[src/rtl/icb_pkg.sv]
// Shared constants and types for the I/O channel block transfer logic.
package icb_pkg;
   localparam int ICB_AW = 20;
   localparam int ICB_DW = 24;
   localparam int ICB_WCW = 16;
   localparam int ICB_SKW = 8;
   localparam logic [7:0] ICB_OFF_CMD = 8'h00;
   localparam logic [7:0] ICB_OFF_DATA = 8'h04;
   localparam logic [7:0] ICB_OFF_ADDR = 8'h08;
   localparam logic [7:0] ICB_OFF_SETUP = 8'h0c;
   localparam logic [7:0] ICB_OFF_STATUS = 8'h10;
   localparam logic [7:0] ICB_OFF_UNIT = 8'h14;
   localparam logic [7:0] ICB_OFF_CTRL = 8'h18;
   localparam int ICB_CMD_BLOCK = 23;
   localparam int ICB_CMD_DIR = 22;
   localparam int ICB_CMD_REV = 21;
   localparam int ICB_CMD_OVR = 20;
   localparam int ICB_P2_RESTART = 23;
   localparam int ICB_P2_CHAIN = 22;
   localparam int ICB_P1_SKIP_LSB = 16;
   localparam int ICB_ST_BUSY = 0;
   localparam int ICB_ST_BLOCK = 1;
   localparam int ICB_ST_REFUSED = 2;
   localparam int ICB_ST_INPUT = 3;
   localparam int ICB_ST_SKIP = 4;
   typedef enum logic [1:0] {ICB_BBC, ICB_XBC, ICB_IBC} icb_style_e;
   localparam icb_style_e ICB_CTRL_RST = ICB_BBC;
   typedef enum logic [3:0] {
      ST_IDLE, ST_OUT_HS, ST_PFETCH, ST_RUN,
      ST_OUT_MEM, ST_IN_WAIT, ST_IN_MEM, ST_X_MEM
   } icb_state_e;
endpackage : icb_pkg

[src/rtl/icb_reg_if.sv]
// Register strobe interface between the bus slave and the channel core.
`timescale 1ns/1ns
`default_nettype none
interface icb_reg_if;
   logic wr;
   logic rd;
   logic [7:0] addr;
   logic [31:0] wdata;
   logic [31:0] rdata;
   modport bus (output wr, output rd, output addr, output wdata,
      input rdata);
   modport core (input wr, input rd, input addr, input wdata,
      output rdata);
endinterface : icb_reg_if
`default_nettype wire

[src/rtl/icb_ahb.sv]
// AHB-Lite slave that turns word transfers into register strobes.
`timescale 1ns/1ns
`default_nettype none
module icb_ahb
   import icb_pkg::*;
(
   input wire logic clk_sys,
   input wire logic rst_n,
   input wire logic hsel,
   input wire logic [31:0] haddr,
   input wire logic [1:0] htrans,
   input wire logic hwrite,
   input wire logic [31:0] hwdata,
   input wire logic hready,
   output logic [31:0] hrdata,
   output logic hreadyout,
   output logic hresp,
   icb_reg_if.bus regs
);
   logic pend_q;
   logic done_q;
   logic wr_q;
   logic map_q;
   logic [7:0] addr_q;
   wire take = hsel && htrans[1] && hready;
   wire strobe = pend_q && !done_q;

   // Every data phase takes one wait state so reads come from a flop.
   assign hreadyout = !pend_q || done_q;
   assign hresp = 1'b0;
   assign regs.wr = strobe && wr_q && map_q;
   assign regs.rd = strobe && !wr_q && map_q;
   assign regs.addr = addr_q;
   assign regs.wdata = hwdata;

   always_ff @(posedge clk_sys or negedge rst_n)
   begin
      if (!rst_n)
      begin
         pend_q <= 1'b0;
         done_q <= 1'b0;
         wr_q <= 1'b0;
         map_q <= 1'b0;
         addr_q <= 8'h00;
         hrdata <= 32'h0000_0000;
      end
      else if (take)
      begin
         pend_q <= 1'b1;
         done_q <= 1'b0;
         wr_q <= hwrite;
         map_q <= haddr[31:8] == 24'h00_0000;
         addr_q <= haddr[7:0];
      end
      else if (done_q)
      begin
         pend_q <= 1'b0;
         done_q <= 1'b0;
      end
      else if (pend_q)
      begin
         done_q <= 1'b1;
         hrdata <= (!wr_q && map_q) ? regs.rdata : 32'h0000_0000;
      end
   end
endmodule : icb_ahb
`default_nettype wire

[src/rtl/icb_channel.sv]
// I/O channel core: instruction registers, block sequencer, unit pins.
//
// Local design decisions: the register addresses and the AHB-Lite register port.
`timescale 1ns/1ns
`default_nettype none
module icb_channel
   import icb_pkg::*;
(
   input wire logic clk_sys,
   input wire logic rstn,
   input wire logic hsel,
   input wire logic [31:0] haddr,
   input wire logic [1:0] htrans,
   input wire logic hwrite,
   input wire logic [2:0] hsize,
   input wire logic [31:0] hwdata,
   input wire logic hready,
   output logic [31:0] hrdata,
   output logic hreadyout,
   output logic hresp,
   output logic mem_req,
   output logic mem_we,
   output logic [ICB_AW-1:0] mem_addr,
   output logic [ICB_DW-1:0] mem_wdata,
   input wire logic [ICB_DW-1:0] mem_rdata,
   input wire logic mem_grant,
   input wire logic [ICB_DW-1:0] unit_din,
   input wire logic unit_data_avail,
   input wire logic unit_accepted,
   input wire logic unit_connected,
   input wire logic unit_reconnecting,
   input wire logic unit_xfer_req,
   input wire logic unit_addr_here,
   input wire logic unit_input,
   input wire logic [ICB_AW-1:0] unit_addr_in,
   input wire logic unit_count_en,
   output logic [ICB_DW-1:0] unit_dout,
   output logic unit_data_here,
   output logic unit_accept,
   output logic unit_wc_done,
   output logic init_intr
);
   localparam int PW = ICB_DW + ICB_AW + 8;

   logic rst_meta_q;
   logic rst_n_q;
   logic [PW-1:0] pin_raw;
   logic [PW-1:0] pin_s;
   logic [ICB_DW-1:0] u_din;
   logic [ICB_AW-1:0] u_addr;
   logic u_avail;
   logic u_acc;
   logic u_conn;
   logic u_dcs;
   logic u_dtr;
   logic u_ahere;
   logic u_in;
   logic u_cnt;

   icb_state_e state_q;
   icb_state_e ret_q;
   icb_style_e style_q;
   logic blk_q;
   logic dir_q;
   logic rev_q;
   logic restart_q;
   logic reinit_q;
   logic x_in_q;
   logic ext_q;
   logic refused_q;
   logic data_here_q;
   logic avail_d_q;
   logic dtr_d_q;
   logic avail_ev_q;
   logic [1:0] pidx_q;
   logic [ICB_AW-1:0] tar_q;
   logic [ICB_AW-1:0] setup_ptr_q;
   logic [ICB_WCW-1:0] wcr_q;
   logic [ICB_SKW-1:0] skip_q;
   logic [ICB_DW-1:0] out_buf_q;
   logic [ICB_DW-1:0] in_buf_q;
   logic [4:0] status;

   icb_reg_if regs ();

   // The rest of the design sees a reset whose release is clocked.
   always_ff @(posedge clk_sys or negedge rstn)
   begin
      if (!rstn)
      begin
         rst_meta_q <= 1'b0;
         rst_n_q <= 1'b0;
      end
      else
      begin
         rst_meta_q <= 1'b1;
         rst_n_q <= rst_meta_q;
      end
   end

   assign pin_raw = {unit_din, unit_addr_in, unit_data_avail,
      unit_accepted, unit_connected, unit_reconnecting, unit_xfer_req,
      unit_addr_here, unit_input, unit_count_en};
   assign {u_din, u_addr, u_avail, u_acc, u_conn, u_dcs, u_dtr,
      u_ahere, u_in, u_cnt} = pin_s;

   icb_sync #(.W(PW)) u_sync (
      .clk_sys(clk_sys),
      .rst_n(rst_n_q),
      .d(pin_raw),
      .q(pin_s)
   );

   icb_ahb u_ahb (
      .clk_sys(clk_sys),
      .rst_n(rst_n_q),
      .hsel(hsel),
      .haddr(haddr),
      .htrans(htrans),
      .hwrite(hwrite),
      .hwdata(hwdata),
      .hready(hready),
      .hrdata(hrdata),
      .hreadyout(hreadyout),
      .hresp(hresp),
      .regs(regs)
   );

   wire is_bbc = style_q == ICB_BBC;
   wire is_xbc = style_q == ICB_XBC;
   wire is_ibc = style_q == ICB_IBC;
   wire wr_cmd = regs.wr && regs.addr == ICB_OFF_CMD;
   wire wr_data = regs.wr && regs.addr == ICB_OFF_DATA;
   wire wr_addr = regs.wr && regs.addr == ICB_OFF_ADDR;
   wire wr_ctrl = regs.wr && regs.addr == ICB_OFF_CTRL;
   wire rd_data = regs.rd && regs.addr == ICB_OFF_DATA;
   wire rd_addr = regs.rd && regs.addr == ICB_OFF_ADDR;
   wire rd_setup = regs.rd && regs.addr == ICB_OFF_SETUP;
   wire rd_unit = regs.rd && regs.addr == ICB_OFF_UNIT;
   wire rd_status = regs.rd && regs.addr == ICB_OFF_STATUS;
   wire rd_ctrl = regs.rd && regs.addr == ICB_OFF_CTRL;
   wire [ICB_DW-1:0] wd = regs.wdata[ICB_DW-1:0];

   // An output word still owed to the unit keeps the channel busy.
   wire hs_busy = state_q == ST_OUT_HS;
   wire chan_busy = state_q != ST_IDLE || blk_q;
   wire ovr_ok = is_bbc && blk_q && wd[ICB_CMD_OVR];
   wire ocw_ok = wr_cmd && (!chan_busy || ovr_ok);
   wire odw_ok = wr_data && !chan_busy;
   wire idw_ok = rd_data && !chan_busy && !u_dcs && u_avail;
   wire isw_ok = rd_unit && !hs_busy && u_conn;
   wire oaw_ok = wr_addr && (is_bbc || !chan_busy);
   wire ia_ok = is_bbc || (is_ibc && !chan_busy);
   wire iaw_ok = rd_addr && ia_ok;
   wire ipw_ok = rd_setup && ia_ok;
   wire instr = wr_cmd || wr_data || wr_addr || rd_data || rd_addr ||
      rd_setup || rd_unit;
   wire instr_ok = ocw_ok || odw_ok || oaw_ok || idw_ok || iaw_ok ||
      ipw_ok || isw_ok;
   wire hs_start = ocw_ok || odw_ok || (oaw_ok && is_xbc);
   wire avail_rise = u_avail && !avail_d_q;
   wire dtr_rise = u_dtr && !dtr_d_q;
   wire [ICB_AW-1:0] tar_step = rev_q ? tar_q - 1'b1 : tar_q + 1'b1;
   wire [ICB_WCW-1:0] wcr_dec = wcr_q - 1'b1;
   wire chain_now = reinit_q && mem_rdata[ICB_P2_CHAIN];
   wire fetch_last = pidx_q == 2'd2 || (pidx_q == 2'd1 && !chain_now);
   wire ibc_step = is_ibc && u_cnt && !ext_q;

   assign status[ICB_ST_BUSY] = chan_busy;
   assign status[ICB_ST_BLOCK] = blk_q;
   assign status[ICB_ST_REFUSED] = refused_q;
   assign status[ICB_ST_INPUT] = dir_q;
   assign status[ICB_ST_SKIP] = skip_q != '0;

   // A refused input instruction reads as zero, like a failed transfer.
   assign regs.rdata = idw_ok ? 32'(u_din) :
      isw_ok ? 32'(u_din) :
      iaw_ok ? 32'(tar_q) :
      ipw_ok ? 32'(setup_ptr_q) :
      rd_status ? 32'(status) :
      rd_ctrl ? 32'(style_q) : 32'h0000_0000;

   assign mem_req = state_q == ST_PFETCH || state_q == ST_OUT_MEM ||
      state_q == ST_IN_MEM || state_q == ST_X_MEM;
   assign mem_we = state_q == ST_IN_MEM || (state_q == ST_X_MEM && x_in_q);
   assign mem_addr = state_q == ST_PFETCH ? setup_ptr_q : tar_q;
   assign mem_wdata = in_buf_q;
   assign unit_dout = out_buf_q;
   assign unit_data_here = data_here_q;

   always_ff @(posedge clk_sys or negedge rst_n_q)
   begin
      if (!rst_n_q)
      begin
         style_q <= ICB_CTRL_RST;
         refused_q <= 1'b0;
         avail_d_q <= 1'b0;
         dtr_d_q <= 1'b0;
         avail_ev_q <= 1'b0;
      end
      else
      begin
         if (wr_ctrl && wd[1:0] != 2'b11)
            style_q <= icb_style_e'(wd[1:0]);
         if (instr)
            refused_q <= !instr_ok;
         avail_d_q <= u_avail;
         dtr_d_q <= u_dtr;
         // A new data-ready edge wins over the one being consumed.
         avail_ev_q <= avail_rise ||
            (avail_ev_q && state_q != ST_IN_WAIT);
      end
   end

   always_ff @(posedge clk_sys or negedge rst_n_q)
   begin
      if (!rst_n_q)
      begin
         state_q <= ST_IDLE;
         ret_q <= ST_IDLE;
         blk_q <= 1'b0;
         dir_q <= 1'b0;
         rev_q <= 1'b0;
         restart_q <= 1'b0;
         reinit_q <= 1'b0;
         x_in_q <= 1'b0;
         ext_q <= 1'b0;
         data_here_q <= 1'b0;
         pidx_q <= 2'd0;
         tar_q <= '0;
         setup_ptr_q <= '0;
         wcr_q <= '0;
         skip_q <= '0;
         out_buf_q <= '0;
         in_buf_q <= '0;
         unit_accept <= 1'b0;
         unit_wc_done <= 1'b0;
         init_intr <= 1'b0;
      end
      else
      begin
         unit_accept <= idw_ok;
         unit_wc_done <= 1'b0;
         init_intr <= oaw_ok && is_bbc;
         if (oaw_ok && !is_xbc)
            setup_ptr_q <= wd[ICB_AW-1:0];
         if (hs_start)
         begin
            out_buf_q <= wd;
            data_here_q <= 1'b0;
            state_q <= ST_OUT_HS;
            ret_q <= ST_IDLE;
            if (ocw_ok)
            begin
               blk_q <= is_bbc && wd[ICB_CMD_BLOCK];
               dir_q <= wd[ICB_CMD_DIR];
               rev_q <= wd[ICB_CMD_REV];
               ext_q <= 1'b0;
               reinit_q <= 1'b0;
               pidx_q <= 2'd0;
               if (wd[ICB_CMD_BLOCK] && !is_xbc)
                  ret_q <= ST_PFETCH;
            end
         end
         else
         begin
            unique case (state_q)
               ST_IDLE:
               begin
                  data_here_q <= 1'b0;
                  if (!is_bbc && dtr_rise)
                  begin
                     x_in_q <= u_in;
                     if (is_ibc && u_ahere && u_in)
                     begin
                        tar_q <= u_addr;
                        ext_q <= 1'b1;
                     end
                     else
                     begin
                        if (is_xbc)
                           tar_q <= u_addr;
                        if (u_in)
                        begin
                           in_buf_q <= u_din;
                           unit_accept <= 1'b1;
                        end
                        state_q <= ST_X_MEM;
                     end
                  end
               end
               ST_OUT_HS:
               begin
                  if (!data_here_q)
                  begin
                     if ((!u_dcs || u_conn) && !u_acc)
                        data_here_q <= 1'b1;
                  end
                  else if (u_acc)
                  begin
                     data_here_q <= 1'b0;
                     state_q <= ret_q;
                  end
               end
               ST_PFETCH:
               begin
                  if (mem_grant)
                  begin
                     setup_ptr_q <= setup_ptr_q + 1'b1;
                     pidx_q <= pidx_q + 1'b1;
                     if (pidx_q == 2'd0)
                     begin
                        wcr_q <= mem_rdata[ICB_WCW-1:0];
                        skip_q <= mem_rdata[ICB_P1_SKIP_LSB +: ICB_SKW];
                     end
                     else if (pidx_q == 2'd1)
                     begin
                        tar_q <= mem_rdata[ICB_AW-1:0];
                        restart_q <= mem_rdata[ICB_P2_RESTART];
                     end
                     else
                     begin
                        out_buf_q <= mem_rdata;
                        dir_q <= mem_rdata[ICB_CMD_DIR];
                        rev_q <= mem_rdata[ICB_CMD_REV];
                     end
                     if (fetch_last && pidx_q == 2'd2)
                     begin
                        ret_q <= ST_RUN;
                        state_q <= ST_OUT_HS;
                     end
                     else if (fetch_last)
                        state_q <= blk_q ? ST_RUN : ST_IDLE;
                  end
               end
               ST_RUN:
               begin
                  if (wcr_q == '0)
                  begin
                     if (restart_q)
                     begin
                        reinit_q <= 1'b1;
                        pidx_q <= 2'd0;
                        state_q <= ST_PFETCH;
                     end
                     else
                     begin
                        blk_q <= 1'b0;
                        state_q <= ST_IDLE;
                     end
                  end
                  else
                     state_q <= dir_q ? ST_IN_WAIT : ST_OUT_MEM;
               end
               ST_OUT_MEM:
               begin
                  if (mem_grant)
                  begin
                     tar_q <= tar_step;
                     wcr_q <= wcr_dec;
                     out_buf_q <= mem_rdata;
                     ret_q <= ST_RUN;
                     state_q <= ST_OUT_HS;
                  end
               end
               ST_IN_WAIT:
               begin
                  if (avail_ev_q)
                  begin
                     in_buf_q <= u_din;
                     unit_accept <= 1'b1;
                     if (skip_q != '0)
                        skip_q <= skip_q - 1'b1;
                     else
                        state_q <= ST_IN_MEM;
                  end
               end
               ST_IN_MEM:
               begin
                  if (mem_grant)
                  begin
                     tar_q <= tar_step;
                     wcr_q <= wcr_dec;
                     state_q <= ST_RUN;
                  end
               end
               ST_X_MEM:
               begin
                  if (mem_grant)
                  begin
                     if (!x_in_q)
                        out_buf_q <= mem_rdata;
                     if (ibc_step)
                     begin
                        tar_q <= tar_q + 1'b1;
                        wcr_q <= wcr_dec;
                        if (wcr_q == 16'h0001 && !restart_q)
                           unit_wc_done <= 1'b1;
                     end
                     if (!x_in_q && is_xbc)
                     begin
                        // A stale return state would restart a fetch.
                        ret_q <= ST_IDLE;
                        state_q <= ST_OUT_HS;
                     end
                     else
                     begin
                        // Integrated output strobes the word, no reply.
                        data_here_q <= !x_in_q;
                        state_q <= ST_IDLE;
                     end
                  end
               end
            endcase
         end
      end
   end
endmodule : icb_channel
`default_nettype wire

[src/rtl/icb_sync.sv]
// Two-flop synchroniser for a vector of asynchronous unit pins.
`timescale 1ns/1ns
`default_nettype none
module icb_sync
   import icb_pkg::*;
#(
   parameter int W = 8
)
(
   input wire logic clk_sys,
   input wire logic rst_n,
   input wire logic [W-1:0] d,
   output logic [W-1:0] q
);
   logic [W-1:0] meta_q;

   always_ff @(posedge clk_sys or negedge rst_n)
   begin
      if (!rst_n)
      begin
         meta_q <= '0;
         q <= '0;
      end
      else
      begin
         meta_q <= d;
         q <= meta_q;
      end
   end
endmodule : icb_sync
`default_nettype wire

[config.mk]
export PLATFORM = sky130hd
export DESIGN_NAME = icb_channel
export DESIGN_NICKNAME = d
export VERILOG_FILES = /design/src/rtl/icb_pkg.sv /design/src/rtl/icb_reg_if.sv /design/src/rtl/icb_ahb.sv /design/src/rtl/icb_channel.sv /design/src/rtl/icb_sync.sv
export SDC_FILE = /design/constraint.sdc
export NUM_CORES = 1
export LEC_CHECK = 0
export BUFFER_PORTS_ARGS = -buffer_cell sky130_fd_sc_hd__buf_2
export CORE_MARGIN = 2
export CORE_UTILIZATION = 29
export CTS_CLUSTER_SIZE = 10
export DETAILED_ROUTE_END_ITERATION = 8
export PLACE_DENSITY = 0.46
export RECOVER_POWER = 25
export SLEW_MARGIN = 5
export SYNTH_ARGS = -nofsm -noshare
export SYNTH_HDL_FRONTEND = slang
export SYNTH_SLANG_ARGS = --single-unit
[constraint.sdc]
create_clock -name clk_sys -period 17.2 [get_ports clk_sys]
set_input_delay 0.86 -clock clk_sys [delete_from_list [all_inputs] [get_ports clk_sys]]
set_output_delay 0.86 -clock clk_sys [all_outputs]
set_load 0.01 [all_outputs]
* After elaboration in Yosys (flattened, before gate mapping)
Index checks and enable logic that the tools add are counted.
** Operators by class
- $add $sub $neg :: 6
- $mul :: 0
- Divide/modulo/power cells :: 0
- Magnitude comparators :: 0
- Equality and inequality tests :: 56
- Shifts and indexed selects :: 0
- Muxes and demuxes :: 129
- Bitwise gates (word level) :: 4
- Reduce and logical (&&, ||, !) cells :: 134
** Operators with widths (count)
- $mux W20 :: 17
- $mux W24 :: 14
- $mux W16 :: 5
- $pmux W20 S4 :: 1
- $mux W4 :: 19
- $pmux W24 S3 :: 1
- $logic_and A1 B1 Y1 :: 52
- $mux W1 :: 49
- $pmux W16 S3 :: 1
- $pmux W24 S2 :: 1
- $ne A3 B3 Y1 const B :: 15
- $add A20 B1 Y20 const B :: 2
- $mux W8 :: 4
- $pmux W4 S8 :: 1
- $logic_or A1 B1 Y1 :: 25
- $eq A8 B5 Y1 const B :: 3
- $logic_not A24 Y1 :: 1
- $ne A2 B2 Y1 const B :: 12
- $reduce_bool A2 Y1 :: 11
- $mux W2 :: 10
- $sub A20 B1 Y20 const B :: 1
- $reduce_and A6 Y1 :: 3
- $eq A16 B1 Y1 const B :: 1
- $eq A4 B3 Y1 const B :: 4
- other kinds (35) :: 76
** Storage, ports and cells
- Register bits :: 289
- Latch bits :: 0
- Memory bits (writable) :: 0
- ROM bits :: 0
- Logic and storage cells :: 364
- Memories kept :: 0

* Depth between registers and ports, before layout
- Depth in word-level cells :: 13
- Gate-level depth with buffers :: 11
- Gate-level depth less buffers :: 8

* Modules after synthesis
Synthesis repeated with hierarchy kept, for this count alone.
** Unflattened totals
- Cell total of the unflattened synthesis :: 1371
- Area total of the unflattened synthesis :: 13753.2 µm²
** By module, submodules not included
- icb_channel :: instances 1, cells an instance 1121, area an instance 9172.5 µm², sequential area each 3453.3 µm²
- icb_sync :: instances 1, cells an instance 104, area an instance 2602.5 µm², sequential area each 2602.5 µm²
- icb_ahb :: instances 1, cells an instance 146, area an instance 1978.1 µm², sequential area each 1101.1 µm²

* Worst setup path after synthesis
OpenSTA, ideal clock, no wires.
- Path type :: reg2out
- Start point :: register state_q[0]
- End point :: output mem_addr[11]
- Arrival :: 1928 ps
- Required time :: 16340 ps
- Setup slack :: 14412 ps
- Cell stages (with the launch flop) :: 8
- Buffers on the path :: 4
- Cell sequence :: dfrtp_1 > clkbuf_1 > nor3_1 > clkbuf_1 > clkbuf_1 > buf_1 > nand2_1 > o21ai_0
** Between the ends
- Word-level cells in the longest chain between the ends :: 2
** Ends and longest elaborated chain
- start, declared :: line icb_channel.sv:60 : icb_state_e state_q;
- start signal, assigned :: line icb_channel.sv:302 : state_q <= ret_q;
- start signal, assigned :: line icb_channel.sv:333 : state_q <= blk_q ? ST_RUN : ST_IDLE;
- start signal, assigned :: line icb_channel.sv:353 : state_q <= dir_q ? ST_IN_WAIT : ST_OUT_MEM;
- $eq A4 B2 Y1 :: line icb_channel.sv:186 : assign mem_addr = state_q == ST_PFETCH ? setup_ptr_q : tar_q;
- $mux W20 :: line icb_channel.sv:186
- end, declared :: line icb_channel.sv:23 : output logic [ICB_AW-1:0] mem_addr,
No other way between the ends.

* Final worst setup path
- Start point :: register state_q[1]
- End point :: output mem_addr[0]
The elaborated chain is that of the path after synthesis.

==> results.yml <==
route:
  via_per_inst: 5.24
  totalWireLength_mm: 46.9
  drtIter0Drc: 839
  wire_per_inst_um: 21.9
  drc: 0
  drtAntennaViolNets: 0
  vias: 11200
  drt-pass1-iter-count: 5
sta:
  grt_setup_unrepaired: "false"
  max_freq_ghz: 0.241
  hold_viol: 0
  fin_worst_skew_ns: 0.0173
  slew_headroom_pct: -9.66
  setup_viol: 0
  fin_tns_setup_ns: 0
  whs_ns: 0.0936
  slew_viol_final: 42
  fin_crit_sh_pct: 24.1
  worst_slew_pin_slew_ns: 1.64
  min_period_ns: 4.15
global_routing:
  grt_overflow_total: 0
  grt_max_degree: 168
  grt_pass1_wl_mm: 70.5
  grt_pass1_vias: 11100
  antenna_found_initial: 4
  global_route.usage.total_pct: 19.8
yosys:
  synth_edf_count: 0
  yosysWarnings: 0
  synth-seq-area-share_pct: 53.0
  yosysTopAreaCell: "dfrtp_1"
  synthTopCellsByArea: "dfrtp_1 53%, o21ai_0 5.2%, nand2_1 4.3%, mux2i_1 3.1%, mux2_2 3.1%"
  ys_ff_latch: 278
  syn_avg_cell_area_um2: 9.93
  synth.distinct_cells: 84
  synth.cell_area_mm2: 0.0131
  synth_top_area_share_pct: 53.0
  syn_inst: 1322
  async_reset_ff_share_pct: 100
  synth_flop_cell: "dfrtp_1"
cts:
  path_clk_slew_ns: 0.05
  clkLatencyLatePin_ns: 0.55
  cts_setup_buffers: 0
  cts_buffers: 36
  cts_tree: "yes"
  hold_buffers: 0
  cts.sinks: 278
  htree_num_levels: 2
  clock-root-buffer: "clkbuf_16"
  cts_buffer_depth: 3
  post_cts_resized: 0
worst_setup_path:
  cp-start-kind: "flop"
  endpoint_kind: "primary output"
  crit_required_ns: 16.34
  critPathMaxFanout: 25
  worst-setup-path-type: "flop to primary output"
  crit_arrival_ns: 3.29
floorplanning:
  dieArea_mm2: 0.0470
  initial_core_util_pct: 29.6
  dieHeight_um: 217
  core_area_mm2: 0.0444
  rows: 77
  pin_count: 259
  dieWidth_um: 217
final_layout:
  drive_above_1_share_pct: 23.1
  postLayoutCoreUtil_pct: 35.8
  area_growth_pct: 21.0
  ff_latch_area_mm2: 0.00696
  nets: 1686
  fill_cells: 4523
  multi_input_area_mm2: 0.00565
  layout_common_cells: "278 x dfrtp_1, 234 x buf_2, 151 x nand2_1"
  final_common_cell: "dfrtp_1"
pwr:
  p_sw_mw: 1.13
  power_frac_seq_pct: 36.6
  p_sw_share_pct: 41.0
  combPwrFrac_pct: 37.3
  clkPwrFrac_pct: 26.1
  intPower_mw: 1.63
  power.leakage_nw: 6.84
  peakVddDrop_uv: 80.6
  p_per_area_mw_per_mm2: 174
  p_total_mw: 2.76
placed_design:
  port_buffers: 237
  place.gp.congestion: 0.883
  dp_hpwl_mm: 33.9
hold_path:
  hp-class: "input port to async pin"
flow_run:
  maxCapViolations: 1
status:
  status: "complete, but fails checks"
  violations: "capacitance limit, slew limit"
-- synthesized netlist by cell type (all sizes together), types with 5 or more instances --
| master | instances |
|---|---|
| nand4 | 15 |
| clkbuf | 57 |
| o2bb2ai | 8 |
| a211oi | 7 |
| or3 | 6 |
| dfrtp | 278 |
| a31oi | 11 |
| nor3 | 43 |
| a21oi | 74 |
| o21ai | 141 |
| nand2b | 15 |
| mux2i | 41 |
| o22ai | 20 |
| nor2 | 87 |
| nor2b | 10 |
| a221oi | 11 |
| a221o | 6 |
| a22o | 16 |
| o221ai | 6 |
| or2 | 5 |
| mux2 | 36 |
| nand2 | 153 |
| ha | 10 |
| and3 | 9 |
| inv | 36 |
| nor4 | 29 |
| xnor2 | 14 |
| buf | 36 |
| nand3 | 35 |
| a22oi | 21 |
| o211ai | 10 |
-- stage by stage --
step | cell area [um2] | setup WS [ns] | instances
6_report | 15900 | 13.05 | 2136
5_1_grt | 15900 | 12.85 | 2135
4_1_cts | 15900 | 13.04 | 2134
3_5_place_dp | 14800 | 12.69 | 2079
3_3_place_gp | 14800 | 12.71 | 2079
2_1_floorplan | 13200 | 8.88 | 1330
-- power by group through the flow --
stage | combinational, mW | sequential (mW) | clock (mW)
floorplan | 0.680 | 0.955 | 0
finish | 1.03 | 1.01 | 0.722
global route | 1.14 | 1.03 | 0.766
CTS | 1.03 | 1.01 | 0.744
detailed placement | 1.03 | 1.02 | 0
global placement | 1.02 | 1.01 | 0
-- routing by layer --
| layer | track usage, % | part of all wire, % |
|---|---|---|
| met5 | 0 | 0.049 |
| met4 | 6.51 | 2.5 |
| met3 | 5.20 | 7.7 |
| met2 | 30.5 | 45 |
| met1 | 27.0 | 45 |
-- final cells by class --
| class | instances | share of cell area (%) |
|---|---|---|
| multi-input combinational | 923 | 35.6 |
| timing repair buffer | 250 | 8.14 |
| clock buffer | 49 | 6.56 |
| antenna | 2 | 0.0315 |
| clock inverter | 6 | 0.394 |
| sequential | 278 | 43.8 |
| tap | 592 | 4.66 |
| inverter | 36 | 0.851 |
-- critical path: stages (launching register included) --
cell and delay, ns:
dfrtp_1 0.75, inv_1 0.40, nor3_4 0.63, buf_4 0.40
nand2_1 0.10, o21ai_0 0.23, buf_2 0.23
-- worst paths after layout --
kind,slack (ns),startpoint,depth (start not counted),to
max,13.05,state_q[1],6,mem_addr[0]
min,0.09,rstn,1,rst_meta_q
max reg2reg,13.61,state_q[1],7,setup_ptr_q[17]
min reg2reg,0.34,u_sync.meta_q[17],0,u_sync.q[17]
max in group asynchronous,14.03,rst_n_q,2,wcr_q[10]
min in group clk_sys,0.34,u_sync.meta_q[17],0,u_sync.q[17]
-- cells by family after synthesis --
family | share of synthesized area [%]
xor+xnor | 1.13
buf+inv | 4.37
compound gates | 17.9
mux | 6.22
fa+ha+maj | 0.953
flops | 53.0
simple gates | 16.3
other cells | 0.0572
-- registers in the layout, summed over array words and instances, names as in the netlist, 2 cells and up --
signal and cells:
u_sync.meta_q 52, u_sync.q 52, mem_wdata 24, u_ahb.hrdata 24, unit_dout 24, setup_ptr_q 20, tar_q 20, wcr_q 16
skip_q 8, u_ahb.regs.addr 8, state_q 3, pidx_q 2, ret_q 2, style_q 2
Power figures use the tool's default switching activity.
